`config.mk`:
```
export PLATFORM = sky130hd
export DESIGN_NAME = adc_config_sampling_control
export DESIGN_NICKNAME = d
export VERILOG_FILES = /design/src/adc_setup_pkg.sv /design/src/pin_sync3.sv /design/src/adc_config_sampling_control.sv
export SDC_FILE = /design/constraint.sdc
export NUM_CORES = 1
export LEC_CHECK = 0
export ABC_AREA = 1
export CAP_MARGIN = 20
export CORE_MARGIN = 2
export CORE_UTILIZATION = 60
export DETAILED_ROUTE_END_ITERATION = 12
export DONT_BUFFER_PORTS = 1
export MAX_ROUTING_LAYER = met4
export PLACE_DENSITY = 0.78
export SLEW_MARGIN = 20
export SYNTH_ARGS = -nofsm -noshare
export SYNTH_HDL_FRONTEND = slang
export SYNTH_SLANG_ARGS = --single-unit
```
`constraint.sdc`:
```
create_clock -name sys_clk -period 2.2 [get_ports sys_clk]
set_clock_uncertainty 0.15 [all_clocks]
set_input_delay 0.22 -clock sys_clk [delete_from_list [all_inputs] [get_ports sys_clk]]
set_output_delay 0.22 -clock sys_clk [all_outputs]
set_load 0.03 [all_outputs]
```
`src/adc_setup_pkg.sv`:
```
// Shared constants, codes and carriers for the converter setup and sampling control.
package adc_setup_pkg;

	localparam int SETUP_W         = 12;
	localparam int FRAME_BITS      = 16;
	localparam int CMD_BITS        = 4;
	localparam int EDGE_W          = 5;
	localparam int SHORT_CONV_EDGE = 16;
	localparam int LONG_CONV_EDGE  = 28;
	localparam int CONV_PERIODS    = 14;
	localparam int CONV_CNT_W      = 10;

	localparam int SYS_CLK_MHZ      = 200;
	localparam int OSC_CONV_TIME_NS = 3860;
	localparam int OSC_CONV_CYC     = (OSC_CONV_TIME_NS * SYS_CLK_MHZ) / 1000;

	localparam logic [3:0] CMD_CH_LAST    = 4'h7;
	localparam logic [3:0] CMD_SW_PD      = 4'h8;
	localparam logic [3:0] CMD_READ_SETUP = 4'h9;
	localparam logic [3:0] CMD_WR_SETUP   = 4'hA;
	localparam logic [3:0] CMD_TEST_MID   = 4'hB;
	localparam logic [3:0] CMD_TEST_HIGH  = 4'hD;

	localparam logic [1:0] MODE_SINGLE = 2'h0;
	localparam logic [1:0] MODE_REPEAT = 2'h1;
	localparam logic [1:0] MODE_SWEEP  = 2'h2;
	localparam logic [1:0] MODE_RSWEEP = 2'h3;

	localparam logic [1:0] CCLK_OSC  = 2'h0;
	localparam logic [1:0] CCLK_SCLK = 2'h1;
	localparam logic [1:0] CCLK_DIV4 = 2'h2;
	localparam logic [1:0] CCLK_DIV2 = 2'h3;

	localparam logic [SETUP_W-1:0] SETUP_RESET = 12'h000;

	typedef struct packed {
		logic       ref_internal;
		logic       ref_2v;
		logic       long_sample;
		logic [1:0] conv_clk;
		logic [1:0] mode;
		logic [1:0] sweep_order;
		logic       status_eoc;
		logic [1:0] threshold;
	} setup_s;

	typedef struct packed {
		logic chip_select_n;
		logic sclk;
		logic sdi;
		logic frame_sync;
		logic sample_start_pin_n;
	} pins_s;

	// Select high, serial clock low, data low, frame sync high, start pin high.
	localparam pins_s PINS_IDLE = 5'h13;

	typedef enum logic [1:0] {
		ST_IDLE    = 2'b00,
		ST_SAMPLE  = 2'b01,
		ST_CONVERT = 2'b10,
		ST_PEND    = 2'b11
	} ctl_state_e;

endpackage

```
`src/pin_sync3.sv`:
```
// Three-stage synchroniser whose output follows once the second and third stages agree.
`timescale 1ns/1ps
`default_nettype none
module pin_sync3 #(
	parameter int           W       = 1,
	parameter logic [W-1:0] RST_VAL = '0
) (
	input  wire logic         sys_clk,
	input  wire logic         rstn,
	input  wire logic [W-1:0] async_in,
	output var  logic [W-1:0] stable_q
);

	logic [W-1:0] s1_q;
	logic [W-1:0] s2_q;
	logic [W-1:0] s3_q;

	if (W < 1)
	begin : g_width_check
		$error("pin_sync3 needs a width of at least one");
	end

	always_ff @(posedge sys_clk or negedge rstn)
	begin
		if (!rstn)
		begin
			s1_q     <= RST_VAL;
			s2_q     <= RST_VAL;
			s3_q     <= RST_VAL;
			stable_q <= RST_VAL;
		end
		else
		begin
			s1_q <= async_in;
			s2_q <= s1_q;
			s3_q <= s2_q;
			for (int i = 0; i < W; i++)
			begin
				if (s2_q[i] == s3_q[i])
					stable_q[i] <= s3_q[i];
			end
		end
	end

endmodule
`default_nettype wire

```
`src/adc_config_sampling_control.sv`:
```
// Setup register, serial command decode and sample/convert sequencing of the converter.
//
// Behaviour
// - One 12-bit setup register holds all settings, kept through any power-down.
// - A setup write is 16 bits; serial clock may pause after eight.
// - Bit 11 picks reference: 0 external, 1 internal.
// - Bit 10 picks internal reference level: 0 is 4 V, 1 is 2 V.
// - Bit 9 picks sampling length: 12 or 24 serial clocks.
// - Bits 8..7 pick conversion clock: oscillator, SCLK, SCLK/4, SCLK/2.
// - Bits 6..5 pick mode; single shot bypasses FIFO and ignores threshold.
// - Bits 4..3 pick the automatic sweep order of inputs.
// - Sweep order matters only in sweep and repeat-sweep modes.
// - Bit 2 makes the status pin interrupt (0) or end-of-conversion (1).
// - Bits 1..0 set FIFO threshold level 7, 5, 3 or 1.
// - Normal sampling begins after four bits that decode as a conversion command.
// - With select high, start pin fall samples and its rise converts.
// - Start pin lowered inside a select cycle samples only once select is high.
// - After extended conversion the stored result shifts out on the next read.
// - Extended sampling ends after two select falls with start pin high.
// - Normal conversion starts after 16 or 28 serial clocks, command included.
// - SCLK-derived conversion lasts 14 conversion-clock periods of divider 1, 2, 4.
// - Start pin triggers in non-single modes only with internal reference.
// - Channel 0 filler does not trigger in extended mode; other commands like power-down still act.
// - Setup write is code 1010b followed by 12 setup bits.
// - Frame sync fall starts a cycle when used, else select fall.
// - Codes 1011b to 1101b select internal test inputs as conversion commands.
`timescale 1ns/1ps
`default_nettype none
module adc_config_sampling_control
	import adc_setup_pkg::*;
(
	input  wire logic               sys_clk,
	input  wire logic               rstn,
	input  wire logic               chip_select_n,
	input  wire logic               sclk,
	input  wire logic               sdi,
	input  wire logic               frame_sync,
	input  wire logic               sample_start_pin_n,
	input  wire logic [SETUP_W-1:0] conv_result,
	output var  setup_s             setup_q,
	output var  logic [3:0]         channel_q,
	output var  logic               sampling_q,
	output var  logic               converting_q,
	output var  logic               conv_start_q,
	output var  logic               power_down_q,
	output var  logic               ext_mode_q,
	output var  logic [1:0]         sweep_order_q,
	output var  logic [2:0]         fifo_level_q,
	output var  logic               fifo_bypass_q,
	output var  logic               status_pin_q,
	output var  logic               sdo_q,
	output var  logic               sdo_oe_n_q
);

	pins_s               pins;
	pins_s               prev_q;
	logic [EDGE_W-1:0]   bit_cnt_q;
	logic [FRAME_BITS-1:0] rx_q;
	logic [FRAME_BITS-1:0] rx_next;
	logic [FRAME_BITS-1:0] tx_q;
	logic [3:0]          cmd_q;
	logic [SETUP_W-1:0]  result_q;
	logic [CONV_CNT_W-1:0] conv_cnt_q;
	logic [CONV_CNT_W-1:0] conv_last;
	logic [1:0]          ext_cs_cnt_q;
	logic                int_pend_q;
	ctl_state_e          state_q;
	ctl_state_e          state_d;

	logic sclk_rise;
	logic sclk_fall;
	logic cs_fall;
	logic cs_rise;
	logic start_fall;
	logic start_rise;
	logic cycle_start;
	logic shift_in;
	logic cmd_fire;
	logic wr_fire;
	logic conv_cmd;
	logic ext_allowed;
	logic norm_go;
	logic conv_done;
	logic [3:0] new_cmd;

	pin_sync3 #(
		.W       (5),
		.RST_VAL (PINS_IDLE)
	) u_sync (
		.sys_clk  (sys_clk),
		.rstn     (rstn),
		.async_in ({chip_select_n, sclk, sdi, frame_sync, sample_start_pin_n}),
		.stable_q (pins)
	);

	always_ff @(posedge sys_clk or negedge rstn)
	begin
		if (!rstn)
			prev_q <= PINS_IDLE;
		else
			prev_q <= pins;
	end

	assign sclk_rise   = pins.sclk & ~prev_q.sclk;
	assign sclk_fall   = ~pins.sclk & prev_q.sclk;
	assign cs_fall     = ~pins.chip_select_n & prev_q.chip_select_n;
	assign cs_rise     = pins.chip_select_n & ~prev_q.chip_select_n;
	assign start_fall  = ~pins.sample_start_pin_n & prev_q.sample_start_pin_n;
	assign start_rise  = pins.sample_start_pin_n & ~prev_q.sample_start_pin_n;
	// A frame-sync fall with select low restarts the frame; a select fall does so only when frame sync idles high.
	assign cycle_start = (cs_fall & pins.frame_sync)
		| (~pins.frame_sync & prev_q.frame_sync & ~pins.chip_select_n);
	assign shift_in    = sclk_rise & ~pins.chip_select_n & ~cycle_start;
	assign rx_next     = {rx_q[FRAME_BITS-2:0], pins.sdi};
	assign new_cmd     = rx_next[3:0];
	assign cmd_fire    = shift_in & (bit_cnt_q == EDGE_W'(CMD_BITS - 1));
	assign wr_fire     = shift_in & (bit_cnt_q == EDGE_W'(FRAME_BITS - 1)) & (cmd_q == CMD_WR_SETUP);
	assign conv_cmd    = (new_cmd <= CMD_CH_LAST)
		| ((new_cmd >= CMD_TEST_MID) & (new_cmd <= CMD_TEST_HIGH));
	assign ext_allowed = (setup_q.mode == MODE_SINGLE) | setup_q.ref_internal;

	// Serial frame: bit counter runs past 16 so long sampling can reach edge 28.
	always_ff @(posedge sys_clk or negedge rstn)
	begin
		if (!rstn)
		begin
			bit_cnt_q <= '0;
			rx_q      <= '0;
			cmd_q     <= '0;
		end
		else if (cycle_start)
			bit_cnt_q <= '0;
		else if (shift_in)
		begin
			rx_q <= rx_next;
			if (bit_cnt_q != '1)
				bit_cnt_q <= bit_cnt_q + EDGE_W'(1);
			if (cmd_fire)
				cmd_q <= new_cmd;
		end
	end

	// Setup register; power-down never touches it.
	always_ff @(posedge sys_clk or negedge rstn)
	begin
		if (!rstn)
			setup_q <= setup_s'(SETUP_RESET);
		else if (wr_fire)
			setup_q <= setup_s'(rx_next[SETUP_W-1:0]);
	end

	always_ff @(posedge sys_clk or negedge rstn)
	begin
		if (!rstn)
		begin
			channel_q    <= '0;
			power_down_q <= 1'b0;
		end
		else if (cmd_fire)
		begin
			if (new_cmd == CMD_SW_PD)
				power_down_q <= 1'b1;
			else if (conv_cmd)
			begin
				power_down_q <= 1'b0;
				channel_q    <= new_cmd;
			end
		end
	end

	// Decoded view of the setup fields for the analog core and the FIFO.
	always_ff @(posedge sys_clk or negedge rstn)
	begin
		if (!rstn)
		begin
			sweep_order_q <= '0;
			fifo_level_q  <= '0;
			fifo_bypass_q <= 1'b1;
		end
		else
		begin
			sweep_order_q <= setup_q.mode[1] ? setup_q.sweep_order : 2'h0;
			fifo_bypass_q <= (setup_q.mode == MODE_SINGLE);
			fifo_level_q  <= (setup_q.mode == MODE_SINGLE) ? 3'h0 : 3'(4'h7 - {1'b0, setup_q.threshold, 1'b0});
		end
	end

	// Conversion length: 14 periods of the divided serial clock, or the oscillator time.
	always_comb
	begin
		case (setup_q.conv_clk)
			CCLK_SCLK: conv_last = CONV_CNT_W'(CONV_PERIODS - 1);
			CCLK_DIV2: conv_last = CONV_CNT_W'(CONV_PERIODS * 2 - 1);
			CCLK_DIV4: conv_last = CONV_CNT_W'(CONV_PERIODS * 4 - 1);
			default:   conv_last = CONV_CNT_W'(OSC_CONV_CYC - 1);
		endcase
	end

	assign norm_go   = (state_q == ST_SAMPLE) & ~ext_mode_q & shift_in
		& (bit_cnt_q == (setup_q.long_sample ? EDGE_W'(LONG_CONV_EDGE - 1)
		: EDGE_W'(SHORT_CONV_EDGE - 1)));
	assign conv_done = (state_q == ST_CONVERT) & (conv_cnt_q == conv_last)
		& ((setup_q.conv_clk == CCLK_OSC) | sclk_rise);

	always_comb
	begin
		state_d = state_q;
		case (state_q)
			ST_IDLE:
			begin
				if (start_fall & ext_allowed)
					state_d = pins.chip_select_n ? ST_SAMPLE : ST_PEND;
				else if (cmd_fire & conv_cmd & ~ext_mode_q)
					state_d = ST_SAMPLE;
			end
			ST_PEND:
			begin
				if (pins.sample_start_pin_n)
					state_d = ST_IDLE;
				else if (pins.chip_select_n)
					state_d = ST_SAMPLE;
			end
			ST_SAMPLE:
			begin
				if (ext_mode_q ? start_rise : norm_go)
					state_d = ST_CONVERT;
			end
			ST_CONVERT:
			begin
				if (conv_done)
					state_d = ST_IDLE;
			end
			default:
				state_d = ST_IDLE;
		endcase
	end

	always_ff @(posedge sys_clk or negedge rstn)
	begin
		if (!rstn)
		begin
			state_q      <= ST_IDLE;
			sampling_q   <= 1'b0;
			converting_q <= 1'b0;
			conv_start_q <= 1'b0;
		end
		else
		begin
			state_q      <= state_d;
			sampling_q   <= (state_d == ST_SAMPLE);
			converting_q <= (state_d == ST_CONVERT);
			conv_start_q <= (state_d == ST_CONVERT) & (state_q != ST_CONVERT);
		end
	end

	always_ff @(posedge sys_clk or negedge rstn)
	begin
		if (!rstn)
			conv_cnt_q <= '0;
		else if (state_q != ST_CONVERT)
			conv_cnt_q <= '0;
		else if ((setup_q.conv_clk == CCLK_OSC) | sclk_rise)
			conv_cnt_q <= conv_cnt_q + CONV_CNT_W'(1);
	end

	// Extended mode is left after two select falls seen with the start pin high.
	always_ff @(posedge sys_clk or negedge rstn)
	begin
		if (!rstn)
		begin
			ext_mode_q   <= 1'b0;
			ext_cs_cnt_q <= '0;
		end
		else if ((state_q == ST_IDLE) & start_fall & ext_allowed)
		begin
			ext_mode_q   <= 1'b1;
			ext_cs_cnt_q <= '0;
		end
		else if (ext_mode_q & cs_fall & pins.sample_start_pin_n)
		begin
			if (ext_cs_cnt_q == 2'h1)
			begin
				ext_mode_q   <= 1'b0;
				ext_cs_cnt_q <= '0;
			end
			else
				ext_cs_cnt_q <= ext_cs_cnt_q + 2'h1;
		end
	end

	always_ff @(posedge sys_clk or negedge rstn)
	begin
		if (!rstn)
			result_q <= '0;
		else if (conv_done)
			result_q <= conv_result;
	end

	// Interrupt is low from conversion end until the next cycle; end-of-conversion is low while busy.
	always_ff @(posedge sys_clk or negedge rstn)
	begin
		if (!rstn)
		begin
			int_pend_q   <= 1'b0;
			status_pin_q <= 1'b1;
		end
		else
		begin
			if (conv_done)
				int_pend_q <= 1'b1;
			else if (cycle_start)
				int_pend_q <= 1'b0;
			status_pin_q <= setup_q.status_eoc ? (state_q != ST_CONVERT) : ~int_pend_q;
		end
	end

	// Output shifter: result at cycle start, setup after a read-setup command, MSB first.
	always_ff @(posedge sys_clk or negedge rstn)
	begin
		if (!rstn)
		begin
			tx_q       <= '0;
			sdo_q      <= 1'b0;
			sdo_oe_n_q <= 1'b1;
		end
		else
		begin
			sdo_oe_n_q <= pins.chip_select_n;
			if (cycle_start)
			begin
				sdo_q <= result_q[SETUP_W-1];
				tx_q  <= {result_q[SETUP_W-2:0], 5'h00};
			end
			else if (cmd_fire & (new_cmd == CMD_READ_SETUP))
				tx_q <= {setup_q, 4'h0};
			else if (sclk_fall & ~pins.chip_select_n)
			begin
				sdo_q <= tx_q[FRAME_BITS-1];
				tx_q  <= {tx_q[FRAME_BITS-2:0], 1'b0};
			end
		end
	end

	property p_setup_only_on_write;
		@(posedge sys_clk) disable iff (!rstn)
		!$stable(setup_q) |-> $past(wr_fire);
	endproperty
	a_setup_only_on_write: assert property (p_setup_only_on_write) else $error("setup changed without a full write");

	property p_norm_convert;
		@(posedge sys_clk) disable iff (!rstn)
		norm_go |=> converting_q && conv_start_q
			&& bit_cnt_q == (setup_q.long_sample ? EDGE_W'(LONG_CONV_EDGE) : EDGE_W'(SHORT_CONV_EDGE));
	endproperty
	a_norm_convert: assert property (p_norm_convert) else $error("normal conversion did not start on edge 16 or 28");

	property p_ext_convert;
		@(posedge sys_clk) disable iff (!rstn)
		(state_q == ST_SAMPLE && ext_mode_q && start_rise) |=> converting_q;
	endproperty
	a_ext_convert: assert property (p_ext_convert) else $error("start pin rise did not start conversion");

	property p_sclk_conv_len;
		@(posedge sys_clk) disable iff (!rstn)
		(conv_done && setup_q.conv_clk == CCLK_DIV2) |-> conv_cnt_q == CONV_CNT_W'(CONV_PERIODS * 2 - 1);
	endproperty
	a_sclk_conv_len: assert property (p_sclk_conv_len) else $error("divided conversion length wrong");

	property p_ext_exit;
		@(posedge sys_clk) disable iff (!rstn)
		$fell(ext_mode_q) |-> $past(ext_cs_cnt_q) == 2'h1 && $past(cs_fall);
	endproperty
	a_ext_exit: assert property (p_ext_exit) else $error("extended mode left early");

	property p_ext_ref;
		@(posedge sys_clk) disable iff (!rstn)
		$rose(ext_mode_q) |-> $past(setup_q.mode) == MODE_SINGLE || $past(setup_q.ref_internal);
	endproperty
	a_ext_ref: assert property (p_ext_ref) else $error("start pin trigger with external reference");

	property p_pend_waits_cs;
		@(posedge sys_clk) disable iff (!rstn)
		($rose(sampling_q) && ext_mode_q) |-> $past(pins.chip_select_n);
	endproperty
	a_pend_waits_cs: assert property (p_pend_waits_cs) else $error("sampling before select went high");

	property p_norm_needs_cmd;
		@(posedge sys_clk) disable iff (!rstn)
		($rose(sampling_q) && !ext_mode_q && state_q != ST_IDLE) |-> $past(cmd_fire && conv_cmd);
	endproperty
	a_norm_needs_cmd: assert property (p_norm_needs_cmd) else $error("sampling without conversion command");

	property p_sweep_gate;
		@(posedge sys_clk) disable iff (!rstn)
		(sweep_order_q != 2'h0) |-> $past(setup_q.mode[1]);
	endproperty
	a_sweep_gate: assert property (p_sweep_gate) else $error("sweep order active outside sweep modes");

	property p_eoc_low;
		@(posedge sys_clk) disable iff (!rstn)
		(setup_q.status_eoc && state_q == ST_CONVERT) ##1 setup_q.status_eoc |-> !status_pin_q;
	endproperty
	a_eoc_low: assert property (p_eoc_low) else $error("end-of-conversion not low while busy");

	c_norm_conv: cover property (@(posedge sys_clk) disable iff (!rstn) norm_go ##[1:1000] conv_done);
	c_ext_exit: cover property (@(posedge sys_clk) disable iff (!rstn) $fell(ext_mode_q));
	c_setup_write: cover property (@(posedge sys_clk) disable iff (!rstn) wr_fire);
	c_pend_sample: cover property (@(posedge sys_clk) disable iff (!rstn) state_q == ST_PEND ##1 state_q == ST_SAMPLE);

endmodule
`default_nettype wire

```
---- Word-level counts from Yosys, hierarchy flattened ----
Index checks and enable logic that the tools add are counted.
cells by class
  eq/ne operators ......................... 24
  reductions and logical operators ........ 19
  order comparisons ....................... 3
  mux-type cells .......................... 35
  $add $sub $neg .......................... 4
  bitwise logic cells ..................... 43
operators by type and width
  kind                   number
  $mux 16                3
  $pmux 10 s3            1
  $and 1x1->1            29
  $mux 2                 11
  $mux 10                2
  $mux 5                 4
  $reduce_bool 2->1      8
  $eq 4x4->1 const B     3
  $mux 1                 12
  $add 10x1->10 const B  1
  $eq 10x10->1           1
  $eq 2x2->1 const B     5
  $not 1->1              10
  $reduce_and 2->1       5
  $eq 2x1->1 const B     4
  $pmux 2 s4             1
  $logic_not 2->1        3
  $reduce_and 3->1       2
  $add 5x1->5 const B    1
  $eq 1x1->1             5
  $eq 5x2->1 const B     1
  $eq 5x4->1 const B     1
  $eq 5x5->1             1
  $ne 5x5->1 const B     1
  other kinds (9)        13
word-level totals
  logic and storage cells ................. 168
  bits in registers ....................... 116
  output and inout bits ................... 30

---- Logic depth before layout (Yosys ltp) ----
  word-level depth ........................ 14
  gate-level depth with buffers ........... 13
  mapped depth without buffers ............ 12

---- Cells and area by module ----
From an unflattened synthesis, not the netlist that was laid out.
second synthesis, totals
  cell total of the unflattened synthesis .. 564
  area total of the unflattened synthesis .. 4,894.7 um^2
by module, submodules not included
  module                       cells an instance  sequential area each (um^2)  times used  area each (um^2)
  adc_config_sampling_control  524                2,308.5                      1           4,297.9
  pin_sync3                    40                 515.5                        1           596.8

---- Worst setup path after synthesis ----
Ideal clock, no wire load.
  path type ............................... register to register
  start ................................... reg setup_q[7] (netlist name)
  end ..................................... reg result_q[10]
  clock period less this slack ............ 2.040 ns
  path slack .............................. 0.160 ns
  data required time ...................... 1.920 ns
  arrival time ............................ 1.760 ns
  cell stages (with the launch flop) ...... 10
  library setup time ...................... 0.130 ns
  cell sequence ........................... dfrtp_1 inv_1 ha_1 inv_1 nand2_1 nand2_1 nor2_1 nand3_1 clkbuf_1 o21ai_0
on the way
  word-level cells in the longest chain between the ends .. 5
  elaborated cells on any way between the ends .. 9
  classes of those cells .................. 4 x eq/ne; 1 x mux; 3 x bitwise; 1 x reduce/logical
ends and longest elaborated chain
  what                                      RTL line                            text
  start: declaration                        adc_config_sampling_control.sv:40   output var setup_s setup_q,
  start signal: assignment                  adc_config_sampling_control.sv:147  setup_q <= setup_s'(SETUP_RESET);
  start signal: assignment                  adc_config_sampling_control.sv:149  setup_q <= setup_s'(rx_next[SETUP_W-1:0]);
  $eq 2x2->1 or $eq 2x1->1 (tied branches)  adc_config_sampling_control.sv:191  case (setup_q.conv_clk)
  $pmux 10 s3                               adc_config_sampling_control.sv:191
  $eq 10x10->1                              adc_config_sampling_control.sv:202  assign conv_done = (state_q == ST_CONVERT) & (conv_cnt_q == conv_last)
  $and 1x1->1                               adc_config_sampling_control.sv:202
  $and 1x1->1 (*)                           adc_config_sampling_control.sv:203  & ((setup_q.conv_clk == CCLK_OSC) | sclk_rise);
  end signal: assignment                    adc_config_sampling_control.sv:296  result_q <= conv_result;
  end: declaration                          adc_config_sampling_control.sv:62   logic [SETUP_W-1:0] result_q;
Every way passes the cells marked *; elsewhere a longest branch is shown, timed or not.
A chain may end at the register's enable or synchronous reset.

---- Final worst setup path ----
Same ends and word-level chain as after synthesis.

==> summary.md <==
| Metric | Value |
|---|---|
| Final hold violation count | 112 |
| Clock transition time at the flip-flop clock pins of the worst setup and hold paths | 0.11 ns |
| Total inserted antenna cells | 0 |
| Crit path to | result_q[10] |
| Max-capacitance violation count | 0 |
| Main combinational cell family by area after synthesis | simple AND/OR/NAND/NOR gates |
| Met2 Wirelength | 4.71 mm |
| Max FO, Critical Path | 25 |
| Violations in the final reports | negative hold slack |
| Cells along the critical path | inv_1 -> ha_1 -> inv_1 -> nand2_1 -> nand2_1 -> nand2_1 -> nor2_1 -> nand3_1 -> buf_4 -> o21ai_0 |
| Cell count after synthesis | approximately 550 |
| Die width | 94.2 µm |
| Maximum VDD drop | 0.634 mV |
| Capturing element type of the critical path | flip-flop |
| Most common cell type on the critical path | nand2_1 |
| Arrival @ worst endpoint | 2.11 ns |
| Final number of setup-violating endpoints | 0 |
| Post-synthesis xor/xnor area fraction | 0.538% |
| Hold buffer count at CTS | 17 |
| Detailed-route wire length | between 9 and 10 mm |
| CTS buffer count | 9 |
| Overall via count from detail_route | 3607 |
| Part of the Yosys area used for sequential elements | a little under 60% |
| RSZ-0062 raised after global routing | no |
| Commonest cells after routing, fill and taps aside | nand2_1, dfrtp_1, inv_1, o21ai_0, nor2_1 |
| Final HPWL from detailed placement | 6.70 mm |
| Yosys reg bits | 112 |
| Initial core utilization | between 60% and 70% |
| Critical-path cell with the highest stage delay | dfrtp_1 |
| Routed via count divided by cell count | between 5 and 6 |
| Startpoint of the worst setup timing path | setup_q[7] |
| Share of power burned in the clock network | 25.3% |
| H-tree depth reported by CTS | 3 |
| Post-route met1 wirelength | 4.20 mm |
| Crit. path cell count | 10 |
| Synth Area per Inst | 8.95 µm² |
| Number of setup buffers added after CTS | 0 |
| Residual DRC | 0 |
| Number of search-and-repair iterations in the first detailed-routing pass | 4 |
| Portion of synthesized cell area occupied by the leading cell type | 48.7% |
| Number of filler cells placed in the layout | ~600 |
| Post-layout minimum cycle time | 1.99 ns |
| Startpoint of the worst register-to-register path | setup_q[7] |
| Worst relative slew slack | 68.2% |
| Slowest Stage Delay on Critical Path | between 0.4 and 0.5 ns |
| First-pass GRT wire length | around 16 mm |
| Largest delay contributor family on the critical path | buffers and inverters |
| Antenna violations before repair | 0 |
| Violation count after the first detailed-routing iteration | 194 |
| Synth cell types | 33 |
| Largest net degree at the start of global routing | about 110 |
| Cell area power density | between 800 and 900 mW/mm² |
| Yosys top cell by area | dfrtp_1 |
| Final-report max-slew violation count | 0 |
| Leftover overflow at the end of global routing | 0 |
| Run status | complete, but fails checks |
| Final critical-path share of the clock period | 90.3% |
| Count of nets after finishing | 606 |
| Via count of the first global-routing pass | 3480 |
| Tightest Hold Check Type | input pin to async pin |
| Overall fraction of global-route tracks in use | 24.4% |
| Sort of element at the start of the critical path | flip-flop |
| Reg-to-reg critical path endpoint | result_q[10] |
| Die footprint | 0.00887 mm² |
| Internal reg-to-reg setup slack | approximately 0.21 ns |
| Top area cells in the synthesized netlist | dfrtp_1, nand2_1, dfstp_2, o21ai_0, inv_1 |
| Weighted congestion at the end of routability-driven global placement | between 0.9 and 1 |
| Port Buf Inserts | 0 |
| Hold slack final | -0.617 ns |
| Remaining number of nets flagged by the antenna check after routing | 0 |
| Post-Synth Simple-Gate Area | 22.9% |
| Achievable Freq | between 500 and 600 MHz |
| Post-placement setup slack | 0.198 ns |
| IO Pins | 49 |
| Sinks on the clock net | 112 |
| Synthesized-area fraction occupied by ao, oa, aoi and oai cells | 8.46% |
| Std-Cell Rows | 32 |
| Met3 wire length | about 440 µm |
| Switching portion of total power | 33.0% |
| Post-Synthesis Net Count | 574 |
| Leading cell type in the layout, fill and taps excluded | nand2_1 |
| Share of total power in sequential cells | a little under three fifths |
| Core outline area | just under 0.008 mm² |
| Worst slew pin tran | approximately 0.48 ns |
| Logic gate share of total power | between 10% and 20% |
| Proportion of layout cells with a drive suffix above 1 | 11.5% |
| Type of the setup path with the least slack | flip-flop to flip-flop |
| Post-synthesis adder-cell area fraction | 3.59% |
| Final WS setup | ~0.21 ns |
| Switching power summed over all nets | 0.00153 W |
| Worst-Skew Late Latency | 0.37 ns |
| Maximum number of buffers from clock root to sink | 2 |
| Clock Root Buffer | clkbuf_8 |
| Netlist area before placement | 0.00488 mm² |
| Portion of netlist area occupied by mux cells | 0.231% |
| Crit path buffers/inverters | 3 |
| Vertical extent of the die | about 94 µm |
| Static power due to leakage | around 2.6 nW |
| TritonCTS clock tree | built |
| Syn. warnings | 0 |
| Uppermost layer routed | met4 |
| Area growth, synth to finish | 11.8% |
| Required time of the worst setup path | 2.32 ns |
| Detail-routed net length per standard cell | roughly 14 µm |
| Final TNS setup | 0 ns |
| Worst reg2reg path depth | 10 |
| Internal Power | 0.00312 W |
## sequential cells by signal (all words and copies together), names as in the netlist, 2 cells and up
| signal | cells |
|---|---|
| cmd_q | 4 |
| u_sync.stable_q | 5 |
| ext_cs_cnt_q | 2 |
| u_sync.s3_q | 5 |
| setup_q | 12 |
| state_q | 2 |
| fifo_level_q | 3 |
| conv_cnt_q | 10 |
| sweep_order_q | 2 |
| result_q | 12 |
| tx_q | 12 |
| rx_q | 11 |
| bit_cnt_q | 5 |
| channel_q | 4 |
| u_sync.s2_q | 5 |
| prev_q | 3 |
| u_sync.s1_q | 5 |
## layout make-up
type / count / area (µm²) / area share, %
well taps: 102 / 128 / 2.34
clock inverters: 7 / 76.3 / 1.40
multi-input cells: 354 / 1760 / 32.3
repair buffers: 33 / 290 / 5.32
flip-flops and latches: 112 / 2820 / 51.8
inverters: 67 / 251 / 4.61
clock buffers: 9 / 124 / 2.27
## power by group through the flow
stage / logic, W / clock network (W) / registers (W)
floorplan: 0.000597 / 0 / 0.00266
finish: 0.000809 / 0.00118 / 0.00267
CTS: 0.000808 / 0.00122 / 0.00267
global placement: 0.000749 / 0 / 0.00270
global route: 0.000942 / 0.00130 / 0.00270
detailed placement: 0.000779 / 0 / 0.00270
## worst register-to-register path, delay by kind of cell, from the launching register on
kind | cells | cell delay (ns)
DFF | 1 | 0.45
and+or+nand+nor | 5 | 0.38
AOI/OAI and AO/OA | 1 | 0.20
buffers and inverters | 3 | 0.48
adders and majority gates | 1 | 0.24
## worst min path at each step
| stage | startpoint | endpoint | slack (ns) | cells past startpoint |
|---|---|---|---|---|
| 2_1_floorplan | rstn | bit_cnt_q[0] | -0.23 | 0 |
| 3_3_place_gp | rstn | conv_cnt_q[7] | -0.22 | 0 |
| 3_5_place_dp | rstn | conv_cnt_q[7] | -0.22 | 0 |
| 4_1_cts | rstn | u_sync.s2_q[3] | -0.65 | 0 |
| 5_1_grt | rstn | u_sync.s2_q[3] | -0.67 | 0 |
| 6_report | rstn | conv_cnt_q[6] | -0.62 | 0 |
## through the flow
step / cells / cell area (µm²) / util, % / power [W]
finish: 684 / 5450 / 69.9 / 0.00466
global route: 684 / 5450 / 69.9 / 0.00495
CTS: 684 / 5440 / 69.6 / 0.00470
detailed placement: 651 / 5070 / 64.9 / 0.00348
global placement: 651 / 5070 / 64.9 / 0.00344
floorplan: 545 / 4880 / - / 0.00326
## Yosys cell counts
cell / count
buf_4: 1
a21oi_1: 13
nand3b_1: 3
o211ai_1: 1
nor2_1: 57
o21ai_0: 58
o31ai_1: 1
xor2_1: 2
mux2_2: 1
and2_1: 1
nor3_1: 7
inv_2: 3
a22oi_1: 4
buf_6: 1
nand2_4: 2
clkbuf_1: 7
nor2_2: 6
ha_1: 10
nor2_8: 1
nor2_4: 1
nor4_4: 1
nand2_1: 133
inv_1: 64
nand3_2: 1
maj3_1: 5
nand3_1: 40
dfrtp_1: 95
xnor2_1: 1
buf_2: 3
nand4_1: 3
dfstp_2: 17
a211oi_1: 1
o21ai_1: 1
## timing repair
item | 4_1_cts | 5_1_grt
hold endpoints to repair | 129 | 112
endpoints found under the setup margin | 0 | 3
gates resized for setup | 0 | 3
## metal layers
metal / vias up / global-route usage (%)
met3: 15 / 5.22
met4: 0 / 7.00
met1: 1717 / 31.7
met5: - / -
li1: 1794 / -
met2: 81 / 39.3
## cells by family after synthesis
group | count (synthesis)
adder cells (fa/ha/maj) | 15
flip-flops | 112
buffers and inverters | 79
multiplexers | 1
AO/OA/AOI/OAI | 79
XOR/XNOR | 3
AND/OR/NAND/NOR | 256
Note: power is estimated with default switching activity, not from simulation.
